$ cat config.mk
export PLATFORM = sky130hd
export DESIGN_NAME = dds_deser
export DESIGN_NICKNAME = d
export VERILOG_FILES = /design/src/rtl/dds_pkg.sv /design/src/rtl/dds_deser.sv /design/src/rtl/dds_div2.sv /design/src/rtl/dds_fifo.sv
export SDC_FILE = /design/constraint.sdc
export NUM_CORES = 1
export LEC_CHECK = 0
export BUFFER_PORTS_ARGS = -buffer_cell sky130_fd_sc_hd__buf_2
export CAP_MARGIN = 10
export CORE_MARGIN = 10
export CORE_UTILIZATION = 65
export DETAILED_ROUTE_END_ITERATION = 6
export PLACE_DENSITY = 0.83
export SYNTH_ARGS = -nofsm -noshare
export SYNTH_HDL_FRONTEND = slang
export SYNTH_SLANG_ARGS = --single-unit
$ cat constraint.sdc
create_clock -name mclk_i -period 6.5 [get_ports mclk_i]
set_input_delay 0.65 -clock mclk_i [delete_from_list [all_inputs] [get_ports mclk_i]]
set_output_delay 0.65 -clock mclk_i [all_outputs]
set_load 0.02 [all_outputs]
$ cat src/rtl/dds_pkg.sv
// constants shared by the ddr deserializer design files
package dds_pkg;
    // word, divider and buffer geometry
    localparam int WORD_W = 16;
    localparam int SLOT_W = 4;
    localparam int DIV_STAGES = 3;
    localparam int FIFO_DEPTH = 16;

    // forwarded clock phase offsets, in half-rate clock periods
    localparam logic [2:0] PH_OFS_0 = 3'h0;
    localparam logic [2:0] PH_OFS_90 = 3'h2;
    localparam logic [2:0] PH_OFS_180 = 3'h4;
    localparam logic [2:0] PH_OFS_270 = 3'h6;

    // reset values and last slot index
    localparam logic [WORD_W-1:0] WORD_RST = 16'h0000;
    localparam logic [DIV_STAGES-1:0] DIV_RST = 3'h0;
    localparam logic PRESET_RST = 1'b0;
    localparam logic [SLOT_W-1:0] LAST_SLOT = 4'hf;
endpackage

$ cat src/rtl/dds_deser.sv
// ddr 1-to-16 deserializer with divider, phase select and lane order
//
// Contract
// - the serial stream is split into sixteen lanes at 1/16 the bit rate.
// - three divide-by-two stages in series derive the internal clocks.
// - the word-rate clock, bit rate over sixteen, is forwarded with the lanes.
// - while preset is active all divider stages are held at zero.
// - preset is resampled on the falling half-rate clock edge before use.
// - one serial bit is taken on every rising and every falling edge while preset is inactive.
// - lanes update as whole sixteen-bit words, one per forwarded clock period.
// - forwarded clock phase moves only in quarter-period steps by two selects.
// - selects high,low: 00 gives 270, 01 gives 180, 10 gives 90, 11 gives 0.
// - lane order low puts the first bit on lane 15, high on lane 0.
`timescale 1ns/1ps
`default_nettype none
module dds_deser #(
    parameter int LANES = dds_pkg::WORD_W,
    parameter int DEPTH = dds_pkg::FIFO_DEPTH
) (
    // clock and reset
    input wire logic mclk_i,
    input wire logic rst_i,
    // serial side
    input wire logic half_rate_clock_in_i,
    input wire logic serial_data_in_i,
    input wire logic divider_preset_i,
    output logic serial_ready_o,
    // controls
    input wire logic phase_select_high_i,
    input wire logic phase_select_low_i,
    input wire logic lane_order_i,
    // parallel lanes and forwarded clock
    output logic [dds_pkg::WORD_W-1:0] lane_data_o,
    output logic word_strobe_o,
    output logic word_rate_clock_o,
    output logic overflow_o,
    // buffered word stream
    output logic word_valid_o,
    input wire logic word_ready_i,
    output logic [dds_pkg::WORD_W-1:0] word_data_o
);
    import dds_pkg::*;

    // ------------------------------------------------------------
    // half-rate clock edge detection
    // ------------------------------------------------------------
    logic c2_prev_r;
    logic c2_prev_nxt;
    logic c2_rise;
    logic c2_fall;

    always_comb begin
        c2_prev_nxt = half_rate_clock_in_i;
    end

    always_ff @(posedge mclk_i or posedge rst_i) begin
        if (rst_i) begin
            c2_prev_r <= 1'b0;
        end else begin
            c2_prev_r <= c2_prev_nxt;
        end
    end

    // the sampling clock comes only from outside
    // a pin already high at reset release reads as a rise
    always_comb begin
        c2_rise = half_rate_clock_in_i && !c2_prev_r;
        c2_fall = !half_rate_clock_in_i && c2_prev_r;
    end

    // ------------------------------------------------------------
    // preset retiming
    // ------------------------------------------------------------
    logic preset_r;
    logic preset_nxt;

    always_comb begin
        preset_nxt = preset_r;
        // the pin counts only at a falling edge, between edges it is ignored
        if (c2_fall) begin
            preset_nxt = divider_preset_i;
        end
    end

    always_ff @(posedge mclk_i or posedge rst_i) begin
        if (rst_i) begin
            preset_r <= PRESET_RST;
        end else begin
            preset_r <= preset_nxt;
        end
    end

    // ------------------------------------------------------------
    // divider chain
    // ------------------------------------------------------------
    logic [DIV_STAGES-1:0] div_q;
    logic [DIV_STAGES:0] div_carry;

    assign div_carry[0] = 1'b1;

    // each stage toggles when all lower stages are high
    // stage 0 runs at a quarter, stage 1 at an eighth, stage 2 at the
    // word rate of the serial bits; a clear outranks a toggle, so a rise
    // during preset still leaves the chain at zero
    for (genvar g = 0; g < DIV_STAGES; g++) begin : g_div
        dds_div2 u_div2 (
            .mclk_i(mclk_i),
            .rst_i(rst_i),
            .tick_i(c2_rise),
            .carry_i(div_carry[g]),
            .clear_i(preset_r),
            .q_o(div_q[g]),
            .carry_o(div_carry[g+1])
        );
    end

    // ------------------------------------------------------------
    // forwarded clock phase selection
    // ------------------------------------------------------------
    logic [2:0] phase_ofs;
    logic [2:0] phase_cnt;
    logic fwd_clk_r;
    logic fwd_clk_nxt;

    always_comb begin
        case ({phase_select_high_i, phase_select_low_i})
            2'b00: phase_ofs = PH_OFS_270;
            2'b01: phase_ofs = PH_OFS_180;
            2'b10: phase_ofs = PH_OFS_90;
            2'b11: phase_ofs = PH_OFS_0;
            default: phase_ofs = PH_OFS_270;
        endcase
    end

    // offsets of two half-rate periods are quarter word periods
    assign phase_cnt = div_q + phase_ofs;

    // ------------------------------------------------------------
    // forwarded clock register
    // ------------------------------------------------------------
    // registered so the pin cannot glitch while the sum ripples

    always_comb begin
        fwd_clk_nxt = phase_cnt[DIV_STAGES-1];
    end

    always_ff @(posedge mclk_i or posedge rst_i) begin
        if (rst_i) begin
            fwd_clk_r <= 1'b0;
        end else begin
            fwd_clk_r <= fwd_clk_nxt;
        end
    end

    assign word_rate_clock_o = fwd_clk_r;

    // ------------------------------------------------------------
    // demultiplexer slot decode
    // ------------------------------------------------------------
    logic [SLOT_W-1:0] slot;
    logic [SLOT_W-1:0] lane_idx;
    logic take_bit;
    logic word_done;
    logic fifo_ready;

    // slot follows divider count, so the boundary tracks preset
    always_comb begin
        if (c2_rise) begin
            slot = {div_q, 1'b0};
        end else begin
            slot = {div_q - 3'h1, 1'b1};
        end
    end

    // no bit is taken while the retimed preset holds the divider
    always_comb begin
        take_bit = 1'b0;
        word_done = 1'b0;
        if (!preset_r) begin
            take_bit = c2_rise || c2_fall;
            word_done = c2_fall && (slot == LAST_SLOT);
        end
    end

    // ------------------------------------------------------------
    // lane select
    // ------------------------------------------------------------
    always_comb begin
        if (lane_order_i) begin
            lane_idx = slot;
        end else begin
            lane_idx = LAST_SLOT - slot;
        end
    end

    // ------------------------------------------------------------
    // word assembly
    // ------------------------------------------------------------
    logic [LANES-1:0] asm_r;
    logic [LANES-1:0] asm_nxt;

    // bits of a cut word stay in their lanes until overwritten
    always_comb begin
        asm_nxt = asm_r;
        if (take_bit) begin
            asm_nxt[lane_idx] = serial_data_in_i;
        end
    end

    always_ff @(posedge mclk_i or posedge rst_i) begin
        if (rst_i) begin
            asm_r <= WORD_RST;
        end else begin
            asm_r <= asm_nxt;
        end
    end

    // ------------------------------------------------------------
    // parallel word register
    // ------------------------------------------------------------
    logic [LANES-1:0] lane_r;
    logic [LANES-1:0] lane_nxt;
    logic strobe_r;
    logic strobe_nxt;

    // the last bit joins its word in the same cycle
    always_comb begin
        lane_nxt = lane_r;
        strobe_nxt = 1'b0;
        if (word_done) begin
            lane_nxt = asm_nxt;
            strobe_nxt = 1'b1;
        end
    end

    always_ff @(posedge mclk_i or posedge rst_i) begin
        if (rst_i) begin
            lane_r <= WORD_RST;
            strobe_r <= 1'b0;
        end else begin
            lane_r <= lane_nxt;
            strobe_r <= strobe_nxt;
        end
    end

    // ------------------------------------------------------------
    // overflow flag
    // ------------------------------------------------------------
    logic ovf_r;
    logic ovf_nxt;

    // sticky until reset: set when the buffer refuses a finished word,
    // so it marks a word that really was lost
    always_comb begin
        ovf_nxt = ovf_r;
        if (strobe_r && !fifo_ready) begin
            ovf_nxt = 1'b1;
        end
    end

    always_ff @(posedge mclk_i or posedge rst_i) begin
        if (rst_i) begin
            ovf_r <= 1'b0;
        end else begin
            ovf_r <= ovf_nxt;
        end
    end

    // ------------------------------------------------------------
    // lane and flag outputs
    // ------------------------------------------------------------
    assign lane_data_o = lane_r;
    assign word_strobe_o = strobe_r;
    assign overflow_o = ovf_r;

    // ------------------------------------------------------------
    // word buffer
    // ------------------------------------------------------------
    // the word enters one cycle after its last bit, with the strobe
    dds_fifo #(
        .WIDTH(LANES),
        .DEPTH(DEPTH)
    ) u_fifo (
        .mclk_i(mclk_i),
        .rst_i(rst_i),
        .in_valid_i(strobe_r),
        .in_ready_o(fifo_ready),
        .in_data_i(lane_r),
        .out_valid_o(word_valid_o),
        .out_ready_i(word_ready_i),
        .out_data_o(word_data_o)
    );

    // ------------------------------------------------------------
    // back-pressure
    // ------------------------------------------------------------
    // advisory only: the source cannot be stalled inside a word, so it
    // may not start a word that has no room
    assign serial_ready_o = fifo_ready;
endmodule
`default_nettype wire

$ cat src/rtl/dds_div2.sv
// one divide-by-two stage of the divider chain
`timescale 1ns/1ps
`default_nettype none
module dds_div2 (
    // clock and reset
    input wire logic mclk_i,
    input wire logic rst_i,
    // chain control
    input wire logic tick_i,
    input wire logic carry_i,
    input wire logic clear_i,
    // stage output
    output logic q_o,
    output logic carry_o
);
    logic q_r;
    logic q_nxt;

    always_comb begin
        q_nxt = q_r;
        if (clear_i) begin
            q_nxt = 1'b0;
        end else if (tick_i && carry_i) begin
            q_nxt = ~q_r;
        end
    end

    always_ff @(posedge mclk_i or posedge rst_i) begin
        if (rst_i) begin
            q_r <= 1'b0;
        end else begin
            q_r <= q_nxt;
        end
    end

    assign q_o = q_r;
    assign carry_o = carry_i & q_r;
endmodule
`default_nettype wire

$ cat src/rtl/dds_fifo.sv
// word fifo with valid and ready on both sides
`timescale 1ns/1ps
`default_nettype none
module dds_fifo #(
    parameter int WIDTH = 16,
    parameter int DEPTH = 16
) (
    // clock and reset
    input wire logic mclk_i,
    input wire logic rst_i,
    // fill side
    input wire logic in_valid_i,
    output logic in_ready_o,
    input wire logic [WIDTH-1:0] in_data_i,
    // drain side
    output logic out_valid_o,
    input wire logic out_ready_i,
    output logic [WIDTH-1:0] out_data_o
);
    localparam int AW = $clog2(DEPTH);

    logic [WIDTH-1:0] mem_r [DEPTH];
    logic [AW-1:0] wr_r;
    logic [AW-1:0] wr_nxt;
    logic [AW-1:0] rd_r;
    logic [AW-1:0] rd_nxt;
    logic [AW:0] cnt_r;
    logic [AW:0] cnt_nxt;
    logic push;
    logic pop;

    assign in_ready_o = (cnt_r != (AW+1)'(DEPTH));
    assign out_valid_o = (cnt_r != '0);
    assign out_data_o = mem_r[rd_r];
    assign push = in_valid_i && in_ready_o;
    assign pop = out_valid_o && out_ready_i;

    always_comb begin
        wr_nxt = wr_r;
        rd_nxt = rd_r;
        cnt_nxt = cnt_r;
        if (push) begin
            wr_nxt = (wr_r == AW'(DEPTH - 1)) ? '0 : wr_r + 1'b1;
        end
        if (pop) begin
            rd_nxt = (rd_r == AW'(DEPTH - 1)) ? '0 : rd_r + 1'b1;
        end
        if (push && !pop) begin
            cnt_nxt = cnt_r + 1'b1;
        end else if (pop && !push) begin
            cnt_nxt = cnt_r - 1'b1;
        end
    end

    always_ff @(posedge mclk_i or posedge rst_i) begin
        if (rst_i) begin
            wr_r <= '0;
            rd_r <= '0;
            cnt_r <= '0;
        end else begin
            wr_r <= wr_nxt;
            rd_r <= rd_nxt;
            cnt_r <= cnt_nxt;
        end
    end

    always_ff @(posedge mclk_i) begin
        if (push) begin
            mem_r[wr_r] <= in_data_i;
        end
    end
endmodule
`default_nettype wire

==> metrics.md, run 1 <==
| Metric | Value |
|---|---|
| Status | `finished, final reports clean` |
| Final #Nets | `698` |
| Register area | `9020 um^2` |
| DRT iter0 DRCs | `725` |
| Area growth from synthesis to layout | `11.5%` |
| Worst Clk Skew | `15.4 ps` |
| Die Ht | `158 um` |
| Vias | `6202` |
| Combinational cell fraction of total power | `0.240` |
| CTS hold repair buffers | `0` |
| GR Overflow Total | `0` |
| R2r startpoint | `u_fifo.cnt_r[0]$_DFFE_PP0P_` |
| Clock Tree Buf Depth | `3` |
| Dominant synthesized flop cell | `edfxtp_1` |
| CTS Sinks | `309` |
| P_sw | `0.00179 W` |
| HPWL after DPL | `15300 um` |
| CTS tree | `yes` |
| Synth async-reset ratio | `0.172` |
| Part of the power in registers | `0.487` |
| Tmin final | `4060 ps` |
| RSZ-0062 raised after global routing | `no` |
| Starting Density | `0.662` |
| Top-count cell post-synth | `edfxtp_1` |
| Clk pwr share | `0.272` |
| Setup tns final | `0 ps` |
| Syn avg cell area | `20.5 um^2` |
| DRT Pass-1 Iters | `5` |
| Int Power | `0.00410 W` |
| Synth Cell Area | `12400 um^2` |
| Worst reg2reg setup slack | `3420 ps` |
| Synth Instances | `607` |
| H-tree levels | `1` |
| Fillcell total | `1069` |
| Worst Path Required | `5850 ps` |
| Syn_nets | `632` |
| # setup viols final | `0` |
| Fmax | `0.246 GHz` |
| Slew Viols, Final | `0` |
| Critical Path Start Type | `flop` |
| Power density cells | `426 nW/um^2` |
| Layout cells sized above 1 | `0.340` |
| Vias per inst | `6.68` |
| Kind of critical path | `reg2out` |
| Core Area | `18800 um^2` |
| Total I/O pin count | `46` |
| Root Driver | `clkbuf_16` |
| Least-Margin Pin Slew | `1130 ps` |
| Later-pin clock latency in the skew report | `540 ps` |
| Cell variety after synth | `40` |
| Seq/Total Area, Yosys | `0.726` |
| Total Wirelength | `26700 um` |
| Sw Ratio | `0.304` |
| Maxcap violations | `0` |
| Initial antenna violation count | `2` |
| Synth Register Bits | `309` |
| Wire per inst | `28.7 um` |
| Die Area | `25000 um^2` |
| CP Launch Point | `u_fifo.rd_r[0]$_DFFE_PP0P_` |
| Final Hold Vio Count | `0` |
| Post-cts resize count | `0` |
| First-pass GRT wire length | `41000 um` |
| Post-synth top area share | `0.619` |
| GRT Resource Usage Total | `0.223` |
| CTS Buf Count | `29` |
| Routability Congestion | `0.850` |
| Post-synth EDFFs | `256` |
| Worst path arrival time | `3410 ps` |
| Leading area contributor after synthesis | `edfxtp_1` |
| Vias in the first global route | `6457` |
| Hold path startpoint | `half_rate_clock_in_i` |
| ANT nets after route | `0` |
| Antenna fix cells | `0` |
| Setup bufs post-CTS | `0` |
| Final hold slack | `264 ps` |
| Maximum VDD drop | `0.000246 V` |
| Die Span X | `158 um` |
| Worst Setup End Kind | `output port` |
| Row cnt | `50` |
| Area contributors post-synth | `edfxtp_1 62%, mux4_2 15%, dfrtp_1 11%, mux2_2 2.8%, ha_1 1.5%` |
| Leak pwr | `4.87 nW` |
| Hold Path Class | `in2reg` |
| Crit share post-route | `0.625` |
| Critical-path maximum fanout | `46` |
| Max-slew headroom | `0.249` |
| Clk slew on worst S/H paths | `70 ps` |
| Synth cell count leaders | `256 x edfxtp_1, 82 x mux4_2, 53 x dfrtp_1` |
| PortBufs | `45` |
| DRC Markers | `0` |
| Largest net degree at the start of global routing | `54` |
| Synth warnings | `0` |
| Area of the multi-input gates | `3220 um^2` |
per-layer routing:
layer | up-vias | track usage | part of all wire
li1 | 2581 | - | -
met1 | 3204 | 0.299 | 0.37
met2 | 365 | 0.372 | 0.51
met3 | 50 | 0.0423 | 0.090
met4 | 2 | 0.0596 | 0.023
met5 | - | 0 | 0.00049
cells in the final DEF, fill, tap and decap left out, types with 2 or more instances in the layout:
cell       Yosys  final
a21o_1         5      5
a21oi_1       11     11
and3_1         2      2
and3b_1        4      4
buf_2          7     45
buf_4          1     20
clkbuf_1      13      5
clkbuf_16      0     29
clkbuf_8       0      3
clkinv_2       0     10
clkinv_4       0      2
dfrtp_1       53     51
edfxtp_1     256    256
ha_1          15     15
inv_1          9      8
mux2_1         4      4
mux2_2        31     31
mux2i_1        2      2
mux4_2        82     82
nand2_1       21     21
nand2b_1       3      3
nand3_1        6      6
nor2_1        19     19
nor2b_1        3      3
nor3_1         8      4
nor3_2         1      5
nor3b_1        5      5
o21a_1         4      4
o21ai_0       10     10
xnor2_1        8      8
xor2_1         4      4
per-stage QoR:
step	cell area, um^2	std cells	power (W)	util	setup WS [ps]
after floorplan	12400	607	0.00387	-	3660
after global placement	12900	876	0.00425	0.690	3000
after detailed placement	12900	876	0.00434	0.690	2930
after CTS	13800	929	0.00594	0.738	2320
after global routing	13800	929	0.00615	0.738	2190
final	13800	929	0.00589	0.738	2440
kinds of logic after synthesis:
family,after synthesis,synth area share
compound gates,36,0.0175
xor+xnor,13,0.0107
fa+ha+maj,16,0.0167
buf+inv,39,0.0164
flops,309,0.726
mux,119,0.182
simple gates,75,0.0307
critical path, cell delays in order (launching register included):
cell	delay, ps
dfrtp_4	1000
buf_4	560
mux4_2	580
mux4_2	530
buf_2	180
layout make-up:
cell class | count | area share
clock inverter | 16 | 0.00850
inverter | 9 | 0.00244
tap | 234 | 0.0211
sequential | 309 | 0.651
timing repair buffer | 65 | 0.0271
clock buffer | 37 | 0.0568
multi-input combinational | 259 | 0.233
state kept, by name, indices dropped and copies added (netlist names):
| name | count |
|---|---|
| word_strobe_o | 1 |
| preset_r | 1 |
| u_fifo.wr_r | 4 |
| c2_prev_r | 1 |
| overflow_o | 1 |
| asm_r | 16 |
| u_fifo.mem_r | 256 |
| u_fifo.rd_r | 4 |
| word_rate_clock_o | 1 |
| g_div.u_div2.q_o | 3 |
| u_fifo.cnt_r | 5 |
| lane_data_o | 16 |
power groups by stage:
stage | combinational, W | sequential, W | clock [W]
floorplan | 0.00117 | 0.00269 | 0
global placement | 0.00137 | 0.00288 | 0
detailed placement | 0.00142 | 0.00291 | 0
CTS | 0.00144 | 0.00288 | 0.00162
global route | 0.00152 | 0.00293 | 0.00170
finish | 0.00141 | 0.00287 | 0.00161
path summary, 6_finish.rpt:
check / endpoint / cells after the start
min in group asynchronous: lane_data_o[0]$_DFFE_PP0P_ / 3
worst min register to register: overflow_o$_DFFE_PP0P_ / 1
worst min-delay path: c2_prev_r$_DFF_PP0_ / 1
worst max register to register: u_fifo.cnt_r[4]$_DFFE_PP0P_ / 11
max in group asynchronous: u_fifo.rd_r[0]$_DFFE_PP0P_ / 3
worst max-delay path: word_data_o[7] / 4
Power figures use the tool's default switching activity.
==> run 2: changes to the inputs <==
Settings changed: ABC_AREA from default to 1, CORE_UTILIZATION 65 to 56, PLACE_DENSITY 0.83 to 0.76.
Clock period 6.5 ns to 3.3 ns, I/O delays scaled along.
==> run 2 against run 1 <==
The flow now finishes with violations (negative hold slack). Synthesized area increased by 3.9%. Power rose by 120%. Highest routed layer is now met4. Synthesized cell count is 83% higher. Sequential share of layout area down 3.4 points. Count of clock-buffer cells in the layout shrank 2.
==> metrics.md, run 2 <==
| Metric | Value |
|---|---|
| Post-DP Area | `13500 um^2 (was 12900 um^2)` |
| GR Overflow Total | `0 (unchanged)` |
| Dominant synthesized flop cell | `edfxtp_1 (unchanged)` |
| Leak pwr | `5.49 nW (was 4.87 nW)` |
| Vias | `8606 (was 6202)` |
| Core Area | `22600 um^2 (was 18800 um^2)` |
| Synth warnings | `0 (unchanged)` |
| Clk slew on worst S/H paths | `60 ps (was 70 ps)` |
| Synth Register Bits | `309 (unchanged)` |
| First-pass GRT wire length | `47000 um (was 41000 um)` |
| Design Power | `0.0132 W (was 0.00589 W)` |
| CTS tree | `yes (unchanged)` |
| Fmax | `0.345 GHz` |
| Crit-path leading delay family | `buffers and inverters (was multiplexers)` |
| Starting Density | `0.570 (was 0.662)` |
| Seq/Total Area, Yosys | `0.699 (was 0.726)` |
| Top-count cell post-synth | `edfxtp_1 (unchanged)` |
| Tmin final | `2900 ps` |
| Area contributors post-synth | `edfxtp_1 60%, dfrtp_1 10%, nor2_1 5.9%, nand2_1 4.5%, o21ai_0 4.0% (was edfxtp_1 62%, mux4_2 15%, dfrtp_1 11%, mux2_2 2.8%, ha_1 1.5%)` |
| Row cnt | `55 (was 50)` |
| Status | `finished with violations (was finished, final reports clean)` |
| Final hold slack | `-0.933 ps (was 264 ps)` |
| Antenna fix cells | `0 (unchanged)` |
| DRT Pass-1 Iters | `5 (unchanged)` |
| Clock Tree Buf Depth | `3 (unchanged)` |
| Setup tns final | `0 ps (unchanged)` |
| Maximum VDD drop | `0.000718 V (was 0.000246 V)` |
| Area of the multi-input gates | `3430 um^2 (was 3220 um^2)` |
| Layout cells sized above 1 | `0.134 (was 0.340)` |
| Worst Path Required | `2970 ps (was 5850 ps)` |
| Syn avg cell area | `11.6 um^2 (was 20.5 um^2)` |
| Worst path arrival time | `2570 ps (was 3410 ps)` |
| Final Hold Vio Count | `3 (was 0)` |
| Slowest-stage cell, CP | `dfrtp_4 (unchanged)` |
| CTS Buf Count | `31 (was 29)` |
| Crit share post-route | `0.878` |
| Worst path cell trace | `clkinv_2, buf_4, nor2_1, o32ai_1, nand2_1, nand3_1, buf_2 (was buf_4, mux4_2, mux4_2, buf_2)` |
| Slew Viols, Final | `0 (unchanged)` |
| Die Area | `29500 um^2 (was 25000 um^2)` |
| Die Ht | `172 um (was 158 um)` |
| Cell variety after synth | `33 (was 40)` |
| Least-Margin Pin Slew | `971 ps (was 1130 ps)` |
| Initial antenna violation count | `0 (was 2)` |
| H-tree levels | `1 (unchanged)` |
| Critical path buffer and inverter count | `3 (was 2)` |
| Vias in the first global route | `8343 (was 6457)` |
| Routability Congestion | `0.799 (was 0.850)` |
| Post-synth top area share | `0.596 (was 0.619)` |
| DRT iter0 DRCs | `820 (was 725)` |
| Power density cells | `903 nW/um^2 (was 426 nW/um^2)` |
| Critical Path Start Type | `flop (unchanged)` |
| Violated checks | `negative hold slack` |
| ANT nets after route | `0 (unchanged)` |
| DRC Markers | `0 (unchanged)` |
| Worst Clk Skew | `26.6 ps (was 15.4 ps)` |
| Most frequent cells in the layout | `256 x edfxtp_1, 187 x nor2_1, 153 x nand2_1 (was 256 x edfxtp_1, 82 x mux4_2, 51 x dfrtp_1)` |
| Largest reg by FF count | `u_fifo.mem_r (unchanged)` |
| Register area | `9020 um^2 (about the same)` |
| Worst Setup End Kind | `output port (unchanged)` |
| Vias per inst | `5.83 (was 6.68)` |
| Fillcell total | `1705 (was 1069)` |
| PortBufs | `45 (unchanged)` |
| HPWL after DPL | `17500 um (was 15300 um)` |
| Kind of critical path | `reg2out (unchanged)` |
| Die Span X | `172 um (was 158 um)` |
| Total Wirelength | `30200 um (was 26700 um)` |
| Post-synth EDFFs | `256 (unchanged)` |
| Maxcap violations | `0 (unchanged)` |
| Final #Nets | `1192 (was 698)` |
| RSZ-0062 raised after global routing | `no (unchanged)` |
| Synth Cell Area | `12900 um^2 (was 12400 um^2)` |
| Hold Path Class | `in2async (was in2reg)` |
| Final Cell Area | `14600 um^2 (was 13800 um^2)` |
| CP max stage delay | `500 ps (was 1000 ps)` |
| Root Driver | `clkbuf_16 (unchanged)` |
| Later-pin clock latency in the skew report | `570 ps (was 540 ps)` |
| Wire per inst | `20.5 um (was 28.7 um)` |
| Area growth from synthesis to layout | `13.2% (was 11.5%)` |
| # setup viols final | `0 (unchanged)` |
| Syn_nets | `1137 (was 632)` |
| Leading area contributor after synthesis | `edfxtp_1 (unchanged)` |
| Largest net degree at the start of global routing | `131 (was 54)` |
| Largest register FFs | `256 (unchanged)` |
| GRT Resource Usage Total | `0.206 (was 0.223)` |
| Max-slew headroom | `0.351 (was 0.249)` |
| Synth cell count leaders | `256 x edfxtp_1, 203 x nor2_1, 153 x nand2_1 (was 256 x edfxtp_1, 82 x mux4_2, 53 x dfrtp_1)` |
| Most common cell after layout, fill and taps aside | `edfxtp_1 (unchanged)` |
| Synth async-reset ratio | `0.172 (unchanged)` |
| Total I/O pin count | `46 (unchanged)` |
| CTS Sinks | `309 (unchanged)` |
| Synth Instances | `1112 (was 607)` |
| Critical-path maximum fanout | `28 (was 46)` |
==> run 2: cell count changes after synthesis, sizes merged, moves of 49 or more <==
| cell | previous run | this run |
|---|---|---|
| nor2 | 19 | 207 |
| nand2 | 21 | 161 |
| o21ai | 11 | 143 |
| mux4 | 82 | 0 |
| nand3 | 6 | 64 |
| inv | 9 | 58 |
==> run 2: what timing repair did <==
| action | CTS | global route |
|---|---|---|
| gates resized for setup | 0 | 0 |
| hold endpoints to repair | 2 | 0 |
| hold buffers | 2 | 0 |
| endpoints found under the setup margin | 0 | 0 |
| setup buffers | 0 | 0 |
==> run 2: final timing paths <==
path / startpoint / endpoint / slack (ps) / cells after the start
max: u_fifo.rd_r[0]$_DFFE_PP0P_ / word_data_o[1] / 400 / 7
min: rst_i / u_fifo.rd_r[3]$_DFFE_PP0P_ / -0.9 / 2
max reg2reg: u_fifo.cnt_r[0]$_DFFE_PP0P_ / u_fifo.cnt_r[3]$_DFFE_PP0P_ / 800 / 14
min reg2reg: g_div[1].u_div2.q_o$_DFFE_PP0P_ / g_div[1].u_div2.q_o$_DFFE_PP0P_ / 520 / 1
max in group asynchronous: rst_i / u_fifo.rd_r[0]$_DFFE_PP0P_ / 2590 / 2
min in group mclk_i: phase_select_low_i / word_rate_clock_o$_DFF_PP0_ / 70 / 3
==> run 2: worst reg2reg max path: cells and delay by family, from the launching register on <==
family / cells / cell delay (ps)
DFF: 1 / 430
and+or+nand+nor: 5 / 410
buffers and inverters: 4 / 410
AOI/OAI and AO/OA: 3 / 640
adders and majority gates: 2 / 500
==> run 2: final cells by class <==
| type | instances | area share |
|---|---|---|
| multi-input cells | 687 | 0.235 |
| clock inverters | 22 | 0.0181 |
| repair buffers | 78 | 0.0353 |
| well taps | 285 | 0.0244 |
| inverters | 60 | 0.0155 |
| clock buffers | 35 | 0.0541 |
| flip-flops and latches | 309 | 0.618 |
==> run 2: cell families after synthesis <==
kind of cell    count (synthesis)  share of synthesized area
xor+xnor                       10                    0.00679
flops                         309                      0.699
fa+ha+maj                      16                     0.0161
buf+inv                       116                     0.0387
mux                             9                    0.00698
compound gates                202                     0.0888
simple gates                  450                      0.144
==> run 2: power by group <==
part           total [W]  internal (W)  switching (W)
registers        0.00567       0.00498       0.000692
clock network    0.00359       0.00212        0.00147
logic            0.00393       0.00129        0.00264
total             0.0132       0.00839        0.00480
==> run 2: stage by stage <==
step                      setup WS (ps)  std cells  utilization  hold WS, ps
final                               401       1476        0.645       -0.933
after global routing                277       1476        0.645         61.5
after CTS                           371       1476        0.645         13.6
after detailed placement            915       1417        0.598          472
after global placement             1000       1417        0.598          469
after floorplan                    1010       1112            -          361
==> run 2: layer usage <==
| metal | GRT usage | routed length (um) | vias up |
|---|---|---|---|
| met5 | 0 | 0 | - |
| met4 | 0.0678 | 825 | 0 |
| met3 | 0.0275 | 1990 | 56 |
| met2 | 0.340 | 15000 | 338 |
| met1 | 0.277 | 12400 | 4190 |
| li1 | - | - | 4022 |
==> run 3: changes to the inputs <==
Settings changed: CORE_UTILIZATION 56 to 58, CTS_BUF_LIST from default to sky130_fd_sc_hd__clkbuf_2 sky130_fd_sc_hd__clkbuf_4 sky130_fd_sc_hd__clkbuf_8, CTS_CLUSTER_SIZE from default to 40, PLACE_DENSITY 0.76 to 0.78.
==> run 3 against run 2 <==
The run now ends clean. Count of clock-buffer cells in the layout grew 25. Sequential power is essentially flat. Worst hold slack gained 65 ps.
==> metrics.md, run 3 (synthesis results as in run 2) <==
| Metric | Value |
|---|---|
| Hold endpoint | `word_rate_clock_o$_DFF_PP0_` |
| Hold Path Depth | `3` |
| Vias | `8766 (was 8606)` |
| # setup viols final | `0 (unchanged)` |
| Leak pwr | `5.45 nW (was 5.49 nW)` |
| Hold Path Class | `in2reg (was in2async)` |
| Slowest-stage cell, CP | `dfrtp_4 (unchanged)` |
| Root Driver | `clkbuf_8 (was clkbuf_16)` |
| Critical-path maximum fanout | `74 (was 28)` |
| Starting Density | `0.591 (was 0.570)` |
| Worst path arrival time | `2640 ps (was 2570 ps)` |
| Most common cell after layout, fill and taps aside | `edfxtp_1 (unchanged)` |
| Largest register FFs | `256 (unchanged)` |
| Wire per inst | `19.9 um (was 20.5 um)` |
| ANT nets after route | `0 (unchanged)` |
| Die Ht | `169 um (was 172 um)` |
| Crit share post-route | `0.900 (was 0.878)` |
| Critical path buffer and inverter count | `2 (was 3)` |
| Fmax | `0.337 GHz (was 0.345 GHz)` |
| Post-cts resize count | `0 (unchanged)` |
| Kind of critical path | `reg2out (unchanged)` |
| DRT iter0 DRCs | `982 (was 820)` |
| Core Area | `21800 um^2 (was 22600 um^2)` |
| Area growth from synthesis to layout | `12.1% (was 13.2%)` |
| DRT Pass-1 Iters | `5 (unchanged)` |
| Final #Nets | `1211 (was 1192)` |
| PortBufs | `45 (unchanged)` |
| Total I/O pin count | `46 (unchanged)` |
| Row cnt | `54 (was 55)` |
| Slew Viols, Final | `0 (unchanged)` |
| Vias per inst | `5.82 (was 5.83)` |
| Antenna fix cells | `0 (unchanged)` |
| Clock Tree Buf Depth | `3 (unchanged)` |
| Crit-path leading delay family | `flip-flops (was buffers and inverters)` |
| Die Span X | `169 um (was 172 um)` |
| Worst path cell trace | `buf_4, o21ai_0, o22ai_1, nand2_1, nand3_1, buf_2 (was clkinv_2, buf_4, nor2_1, o32ai_1, nand2_1, nand3_1, buf_2)` |
| Maxcap violations | `0 (unchanged)` |
| Final Cell Area | `14500 um^2 (was 14600 um^2)` |
| Least-Margin Pin Slew | `847 ps (was 971 ps)` |
| Layout cells sized above 1 | `0.153 (was 0.134)` |
| Power density cells | `873 nW/um^2 (was 903 nW/um^2)` |
| GRT Resource Usage Total | `0.206 (about the same)` |
| Later-pin clock latency in the skew report | `570 ps (about the same)` |
| Largest net degree at the start of global routing | `131 (unchanged)` |
| Reg2Reg Depth | `9 (was 14)` |
| CTS tree | `yes (unchanged)` |
| Worst Setup End Kind | `output port (unchanged)` |
| HPWL after DPL | `18000 um (was 17500 um)` |
| GR Overflow Total | `0 (unchanged)` |
| Worst Clk Skew | `22.8 ps (was 26.6 ps)` |
| Tmin final | `2970 ps (was 2900 ps)` |
| Critical Path Start Type | `flop (unchanged)` |
| Vias in the first global route | `8515 (was 8343)` |
| CP max stage delay | `900 ps (was 500 ps)` |
| RSZ-0062 raised after global routing | `no (unchanged)` |
| DRC Markers | `0 (unchanged)` |
| Final Hold Vio Count | `0 (was 3)` |
| Setup bufs post-CTS | `0 (unchanged)` |
| Worst reg2reg setup slack | `880 ps (was 800 ps)` |
| Maximum VDD drop | `0.000625 V (was 0.000718 V)` |
| First-pass GRT wire length | `46600 um (was 47000 um)` |
| CTS Sinks | `309 (unchanged)` |
| Worst Path Required | `2970 ps (about the same)` |
| H-tree levels | `2 (was 1)` |
| Clk slew on worst S/H paths | `60 ps (about the same)` |
| Routability Congestion | `0.813 (was 0.799)` |
| Die Area | `28600 um^2 (was 29500 um^2)` |
| Total Wirelength | `30000 um (was 30200 um)` |
| Largest reg by FF count | `u_fifo.mem_r (unchanged)` |
| R2r startpoint | `u_fifo.cnt_r[0]$_DFFE_PP0P_ (unchanged)` |
| Setup tns final | `0 ps (unchanged)` |
| Max-slew headroom | `0.436 (was 0.351)` |
| Hold path startpoint | `phase_select_low_i` |
| Most frequent cells in the layout | `256 x edfxtp_1, 187 x nor2_1, 153 x nand2_1 (unchanged)` |
| Status | `finished, final reports clean (was finished with violations)` |
| CTS Buf Count | `48 (was 31)` |
| Fillcell total | `1614 (was 1705)` |
| Post-DP Area | `13500 um^2 (about the same)` |
| R2R Path End | `u_fifo.mem_r[14][6]$_DFFE_PP_ (was u_fifo.cnt_r[3]$_DFFE_PP0P_)` |
| Initial antenna violation count | `0 (unchanged)` |
==> run 3: cell count changes in the layout (fill, tap and decap cells not counted), moves of 3 or more <==
cell        previous run  this run
bufinv_16              5         0
clkinv_1               9        19
clkbuf_4               0        10
clkbuf_1               4         0
clkbuf_16             31         0
clkbuf_8               0        50
clkinv_4               3         0
clkinv_2               6        10
clkinvlp_4             0         3
==> run 3: stage by stage <==
step                 util  power (W)  hold slack [ps]  worst slack (ps)  cells
floorplan               -    0.00822              361              1010   1112
global placement    0.621    0.00956              463               966   1413
detailed placement  0.621    0.00972              454               883   1413
CTS                 0.663     0.0127             50.0               351   1505
global route        0.663     0.0133             57.9               206   1505
finish              0.663     0.0126             63.7               329   1505
==> run 3: worst max-delay path by stage <==
stage | from | endpoint | slack, ps | cells after the start
5_1_grt | u_fifo.rd_r[1]$_DFFE_PP0P_ | word_data_o[9] | 210 | 6
2_1_floorplan | u_fifo.cnt_r[0]$_DFFE_PP0P_ | u_fifo.cnt_r[4]$_DFFE_PP0P_ | 1010 | 16
3_5_place_dp | u_fifo.cnt_r[0]$_DFFE_PP0P_ | u_fifo.mem_r[14][4]$_DFFE_PP_ | 880 | 9
3_3_place_gp | u_fifo.rd_r[1]$_DFFE_PP0P_ | word_data_o[9] | 970 | 6
6_report | u_fifo.rd_r[1]$_DFFE_PP0P_ | word_data_o[2] | 330 | 6
4_1_cts | u_fifo.rd_r[3]$_DFFE_PP0P_ | word_data_o[14] | 350 | 7
==> run 3: repair_timing <==
item                       in CTS  in global routing
hold buffers                    3                  0
setup endpoints to repair       0                  0
hold endpoints to repair       40                  0
==> run 3: metal layers <==
metal	vias up	share of wire	track usage
met2	385	0.49	0.337
met4	0	0.021	0.0623
met3	56	0.089	0.0477
met5	-	0	0
met1	4264	0.40	0.271
li1	4061	-	-
==> run 3: tightest hold or removal path, stage by stage <==
cell	delay (ps)
buf_2	80
nor2_1	40
xor2_1	130
==> run 3: area by class of cell <==
type                       count  area (um^2)  area share
sequential                   309         9020       0.623
multi-input combinational    687         3430       0.237
clock buffer                  60          763      0.0527
timing repair buffer          80          546      0.0377
tap                          280          350      0.0242
inverter                      60          226      0.0157
clock inverter                29          131     0.00908
==> run 3: where the power goes <==
group | internal (W) | switching, W | total, W
Sequential | 0.00498 | 0.000680 | 0.00566
Combinational | 0.00131 | 0.00268 | 0.00399
Clock | 0.00152 | 0.00146 | 0.00298
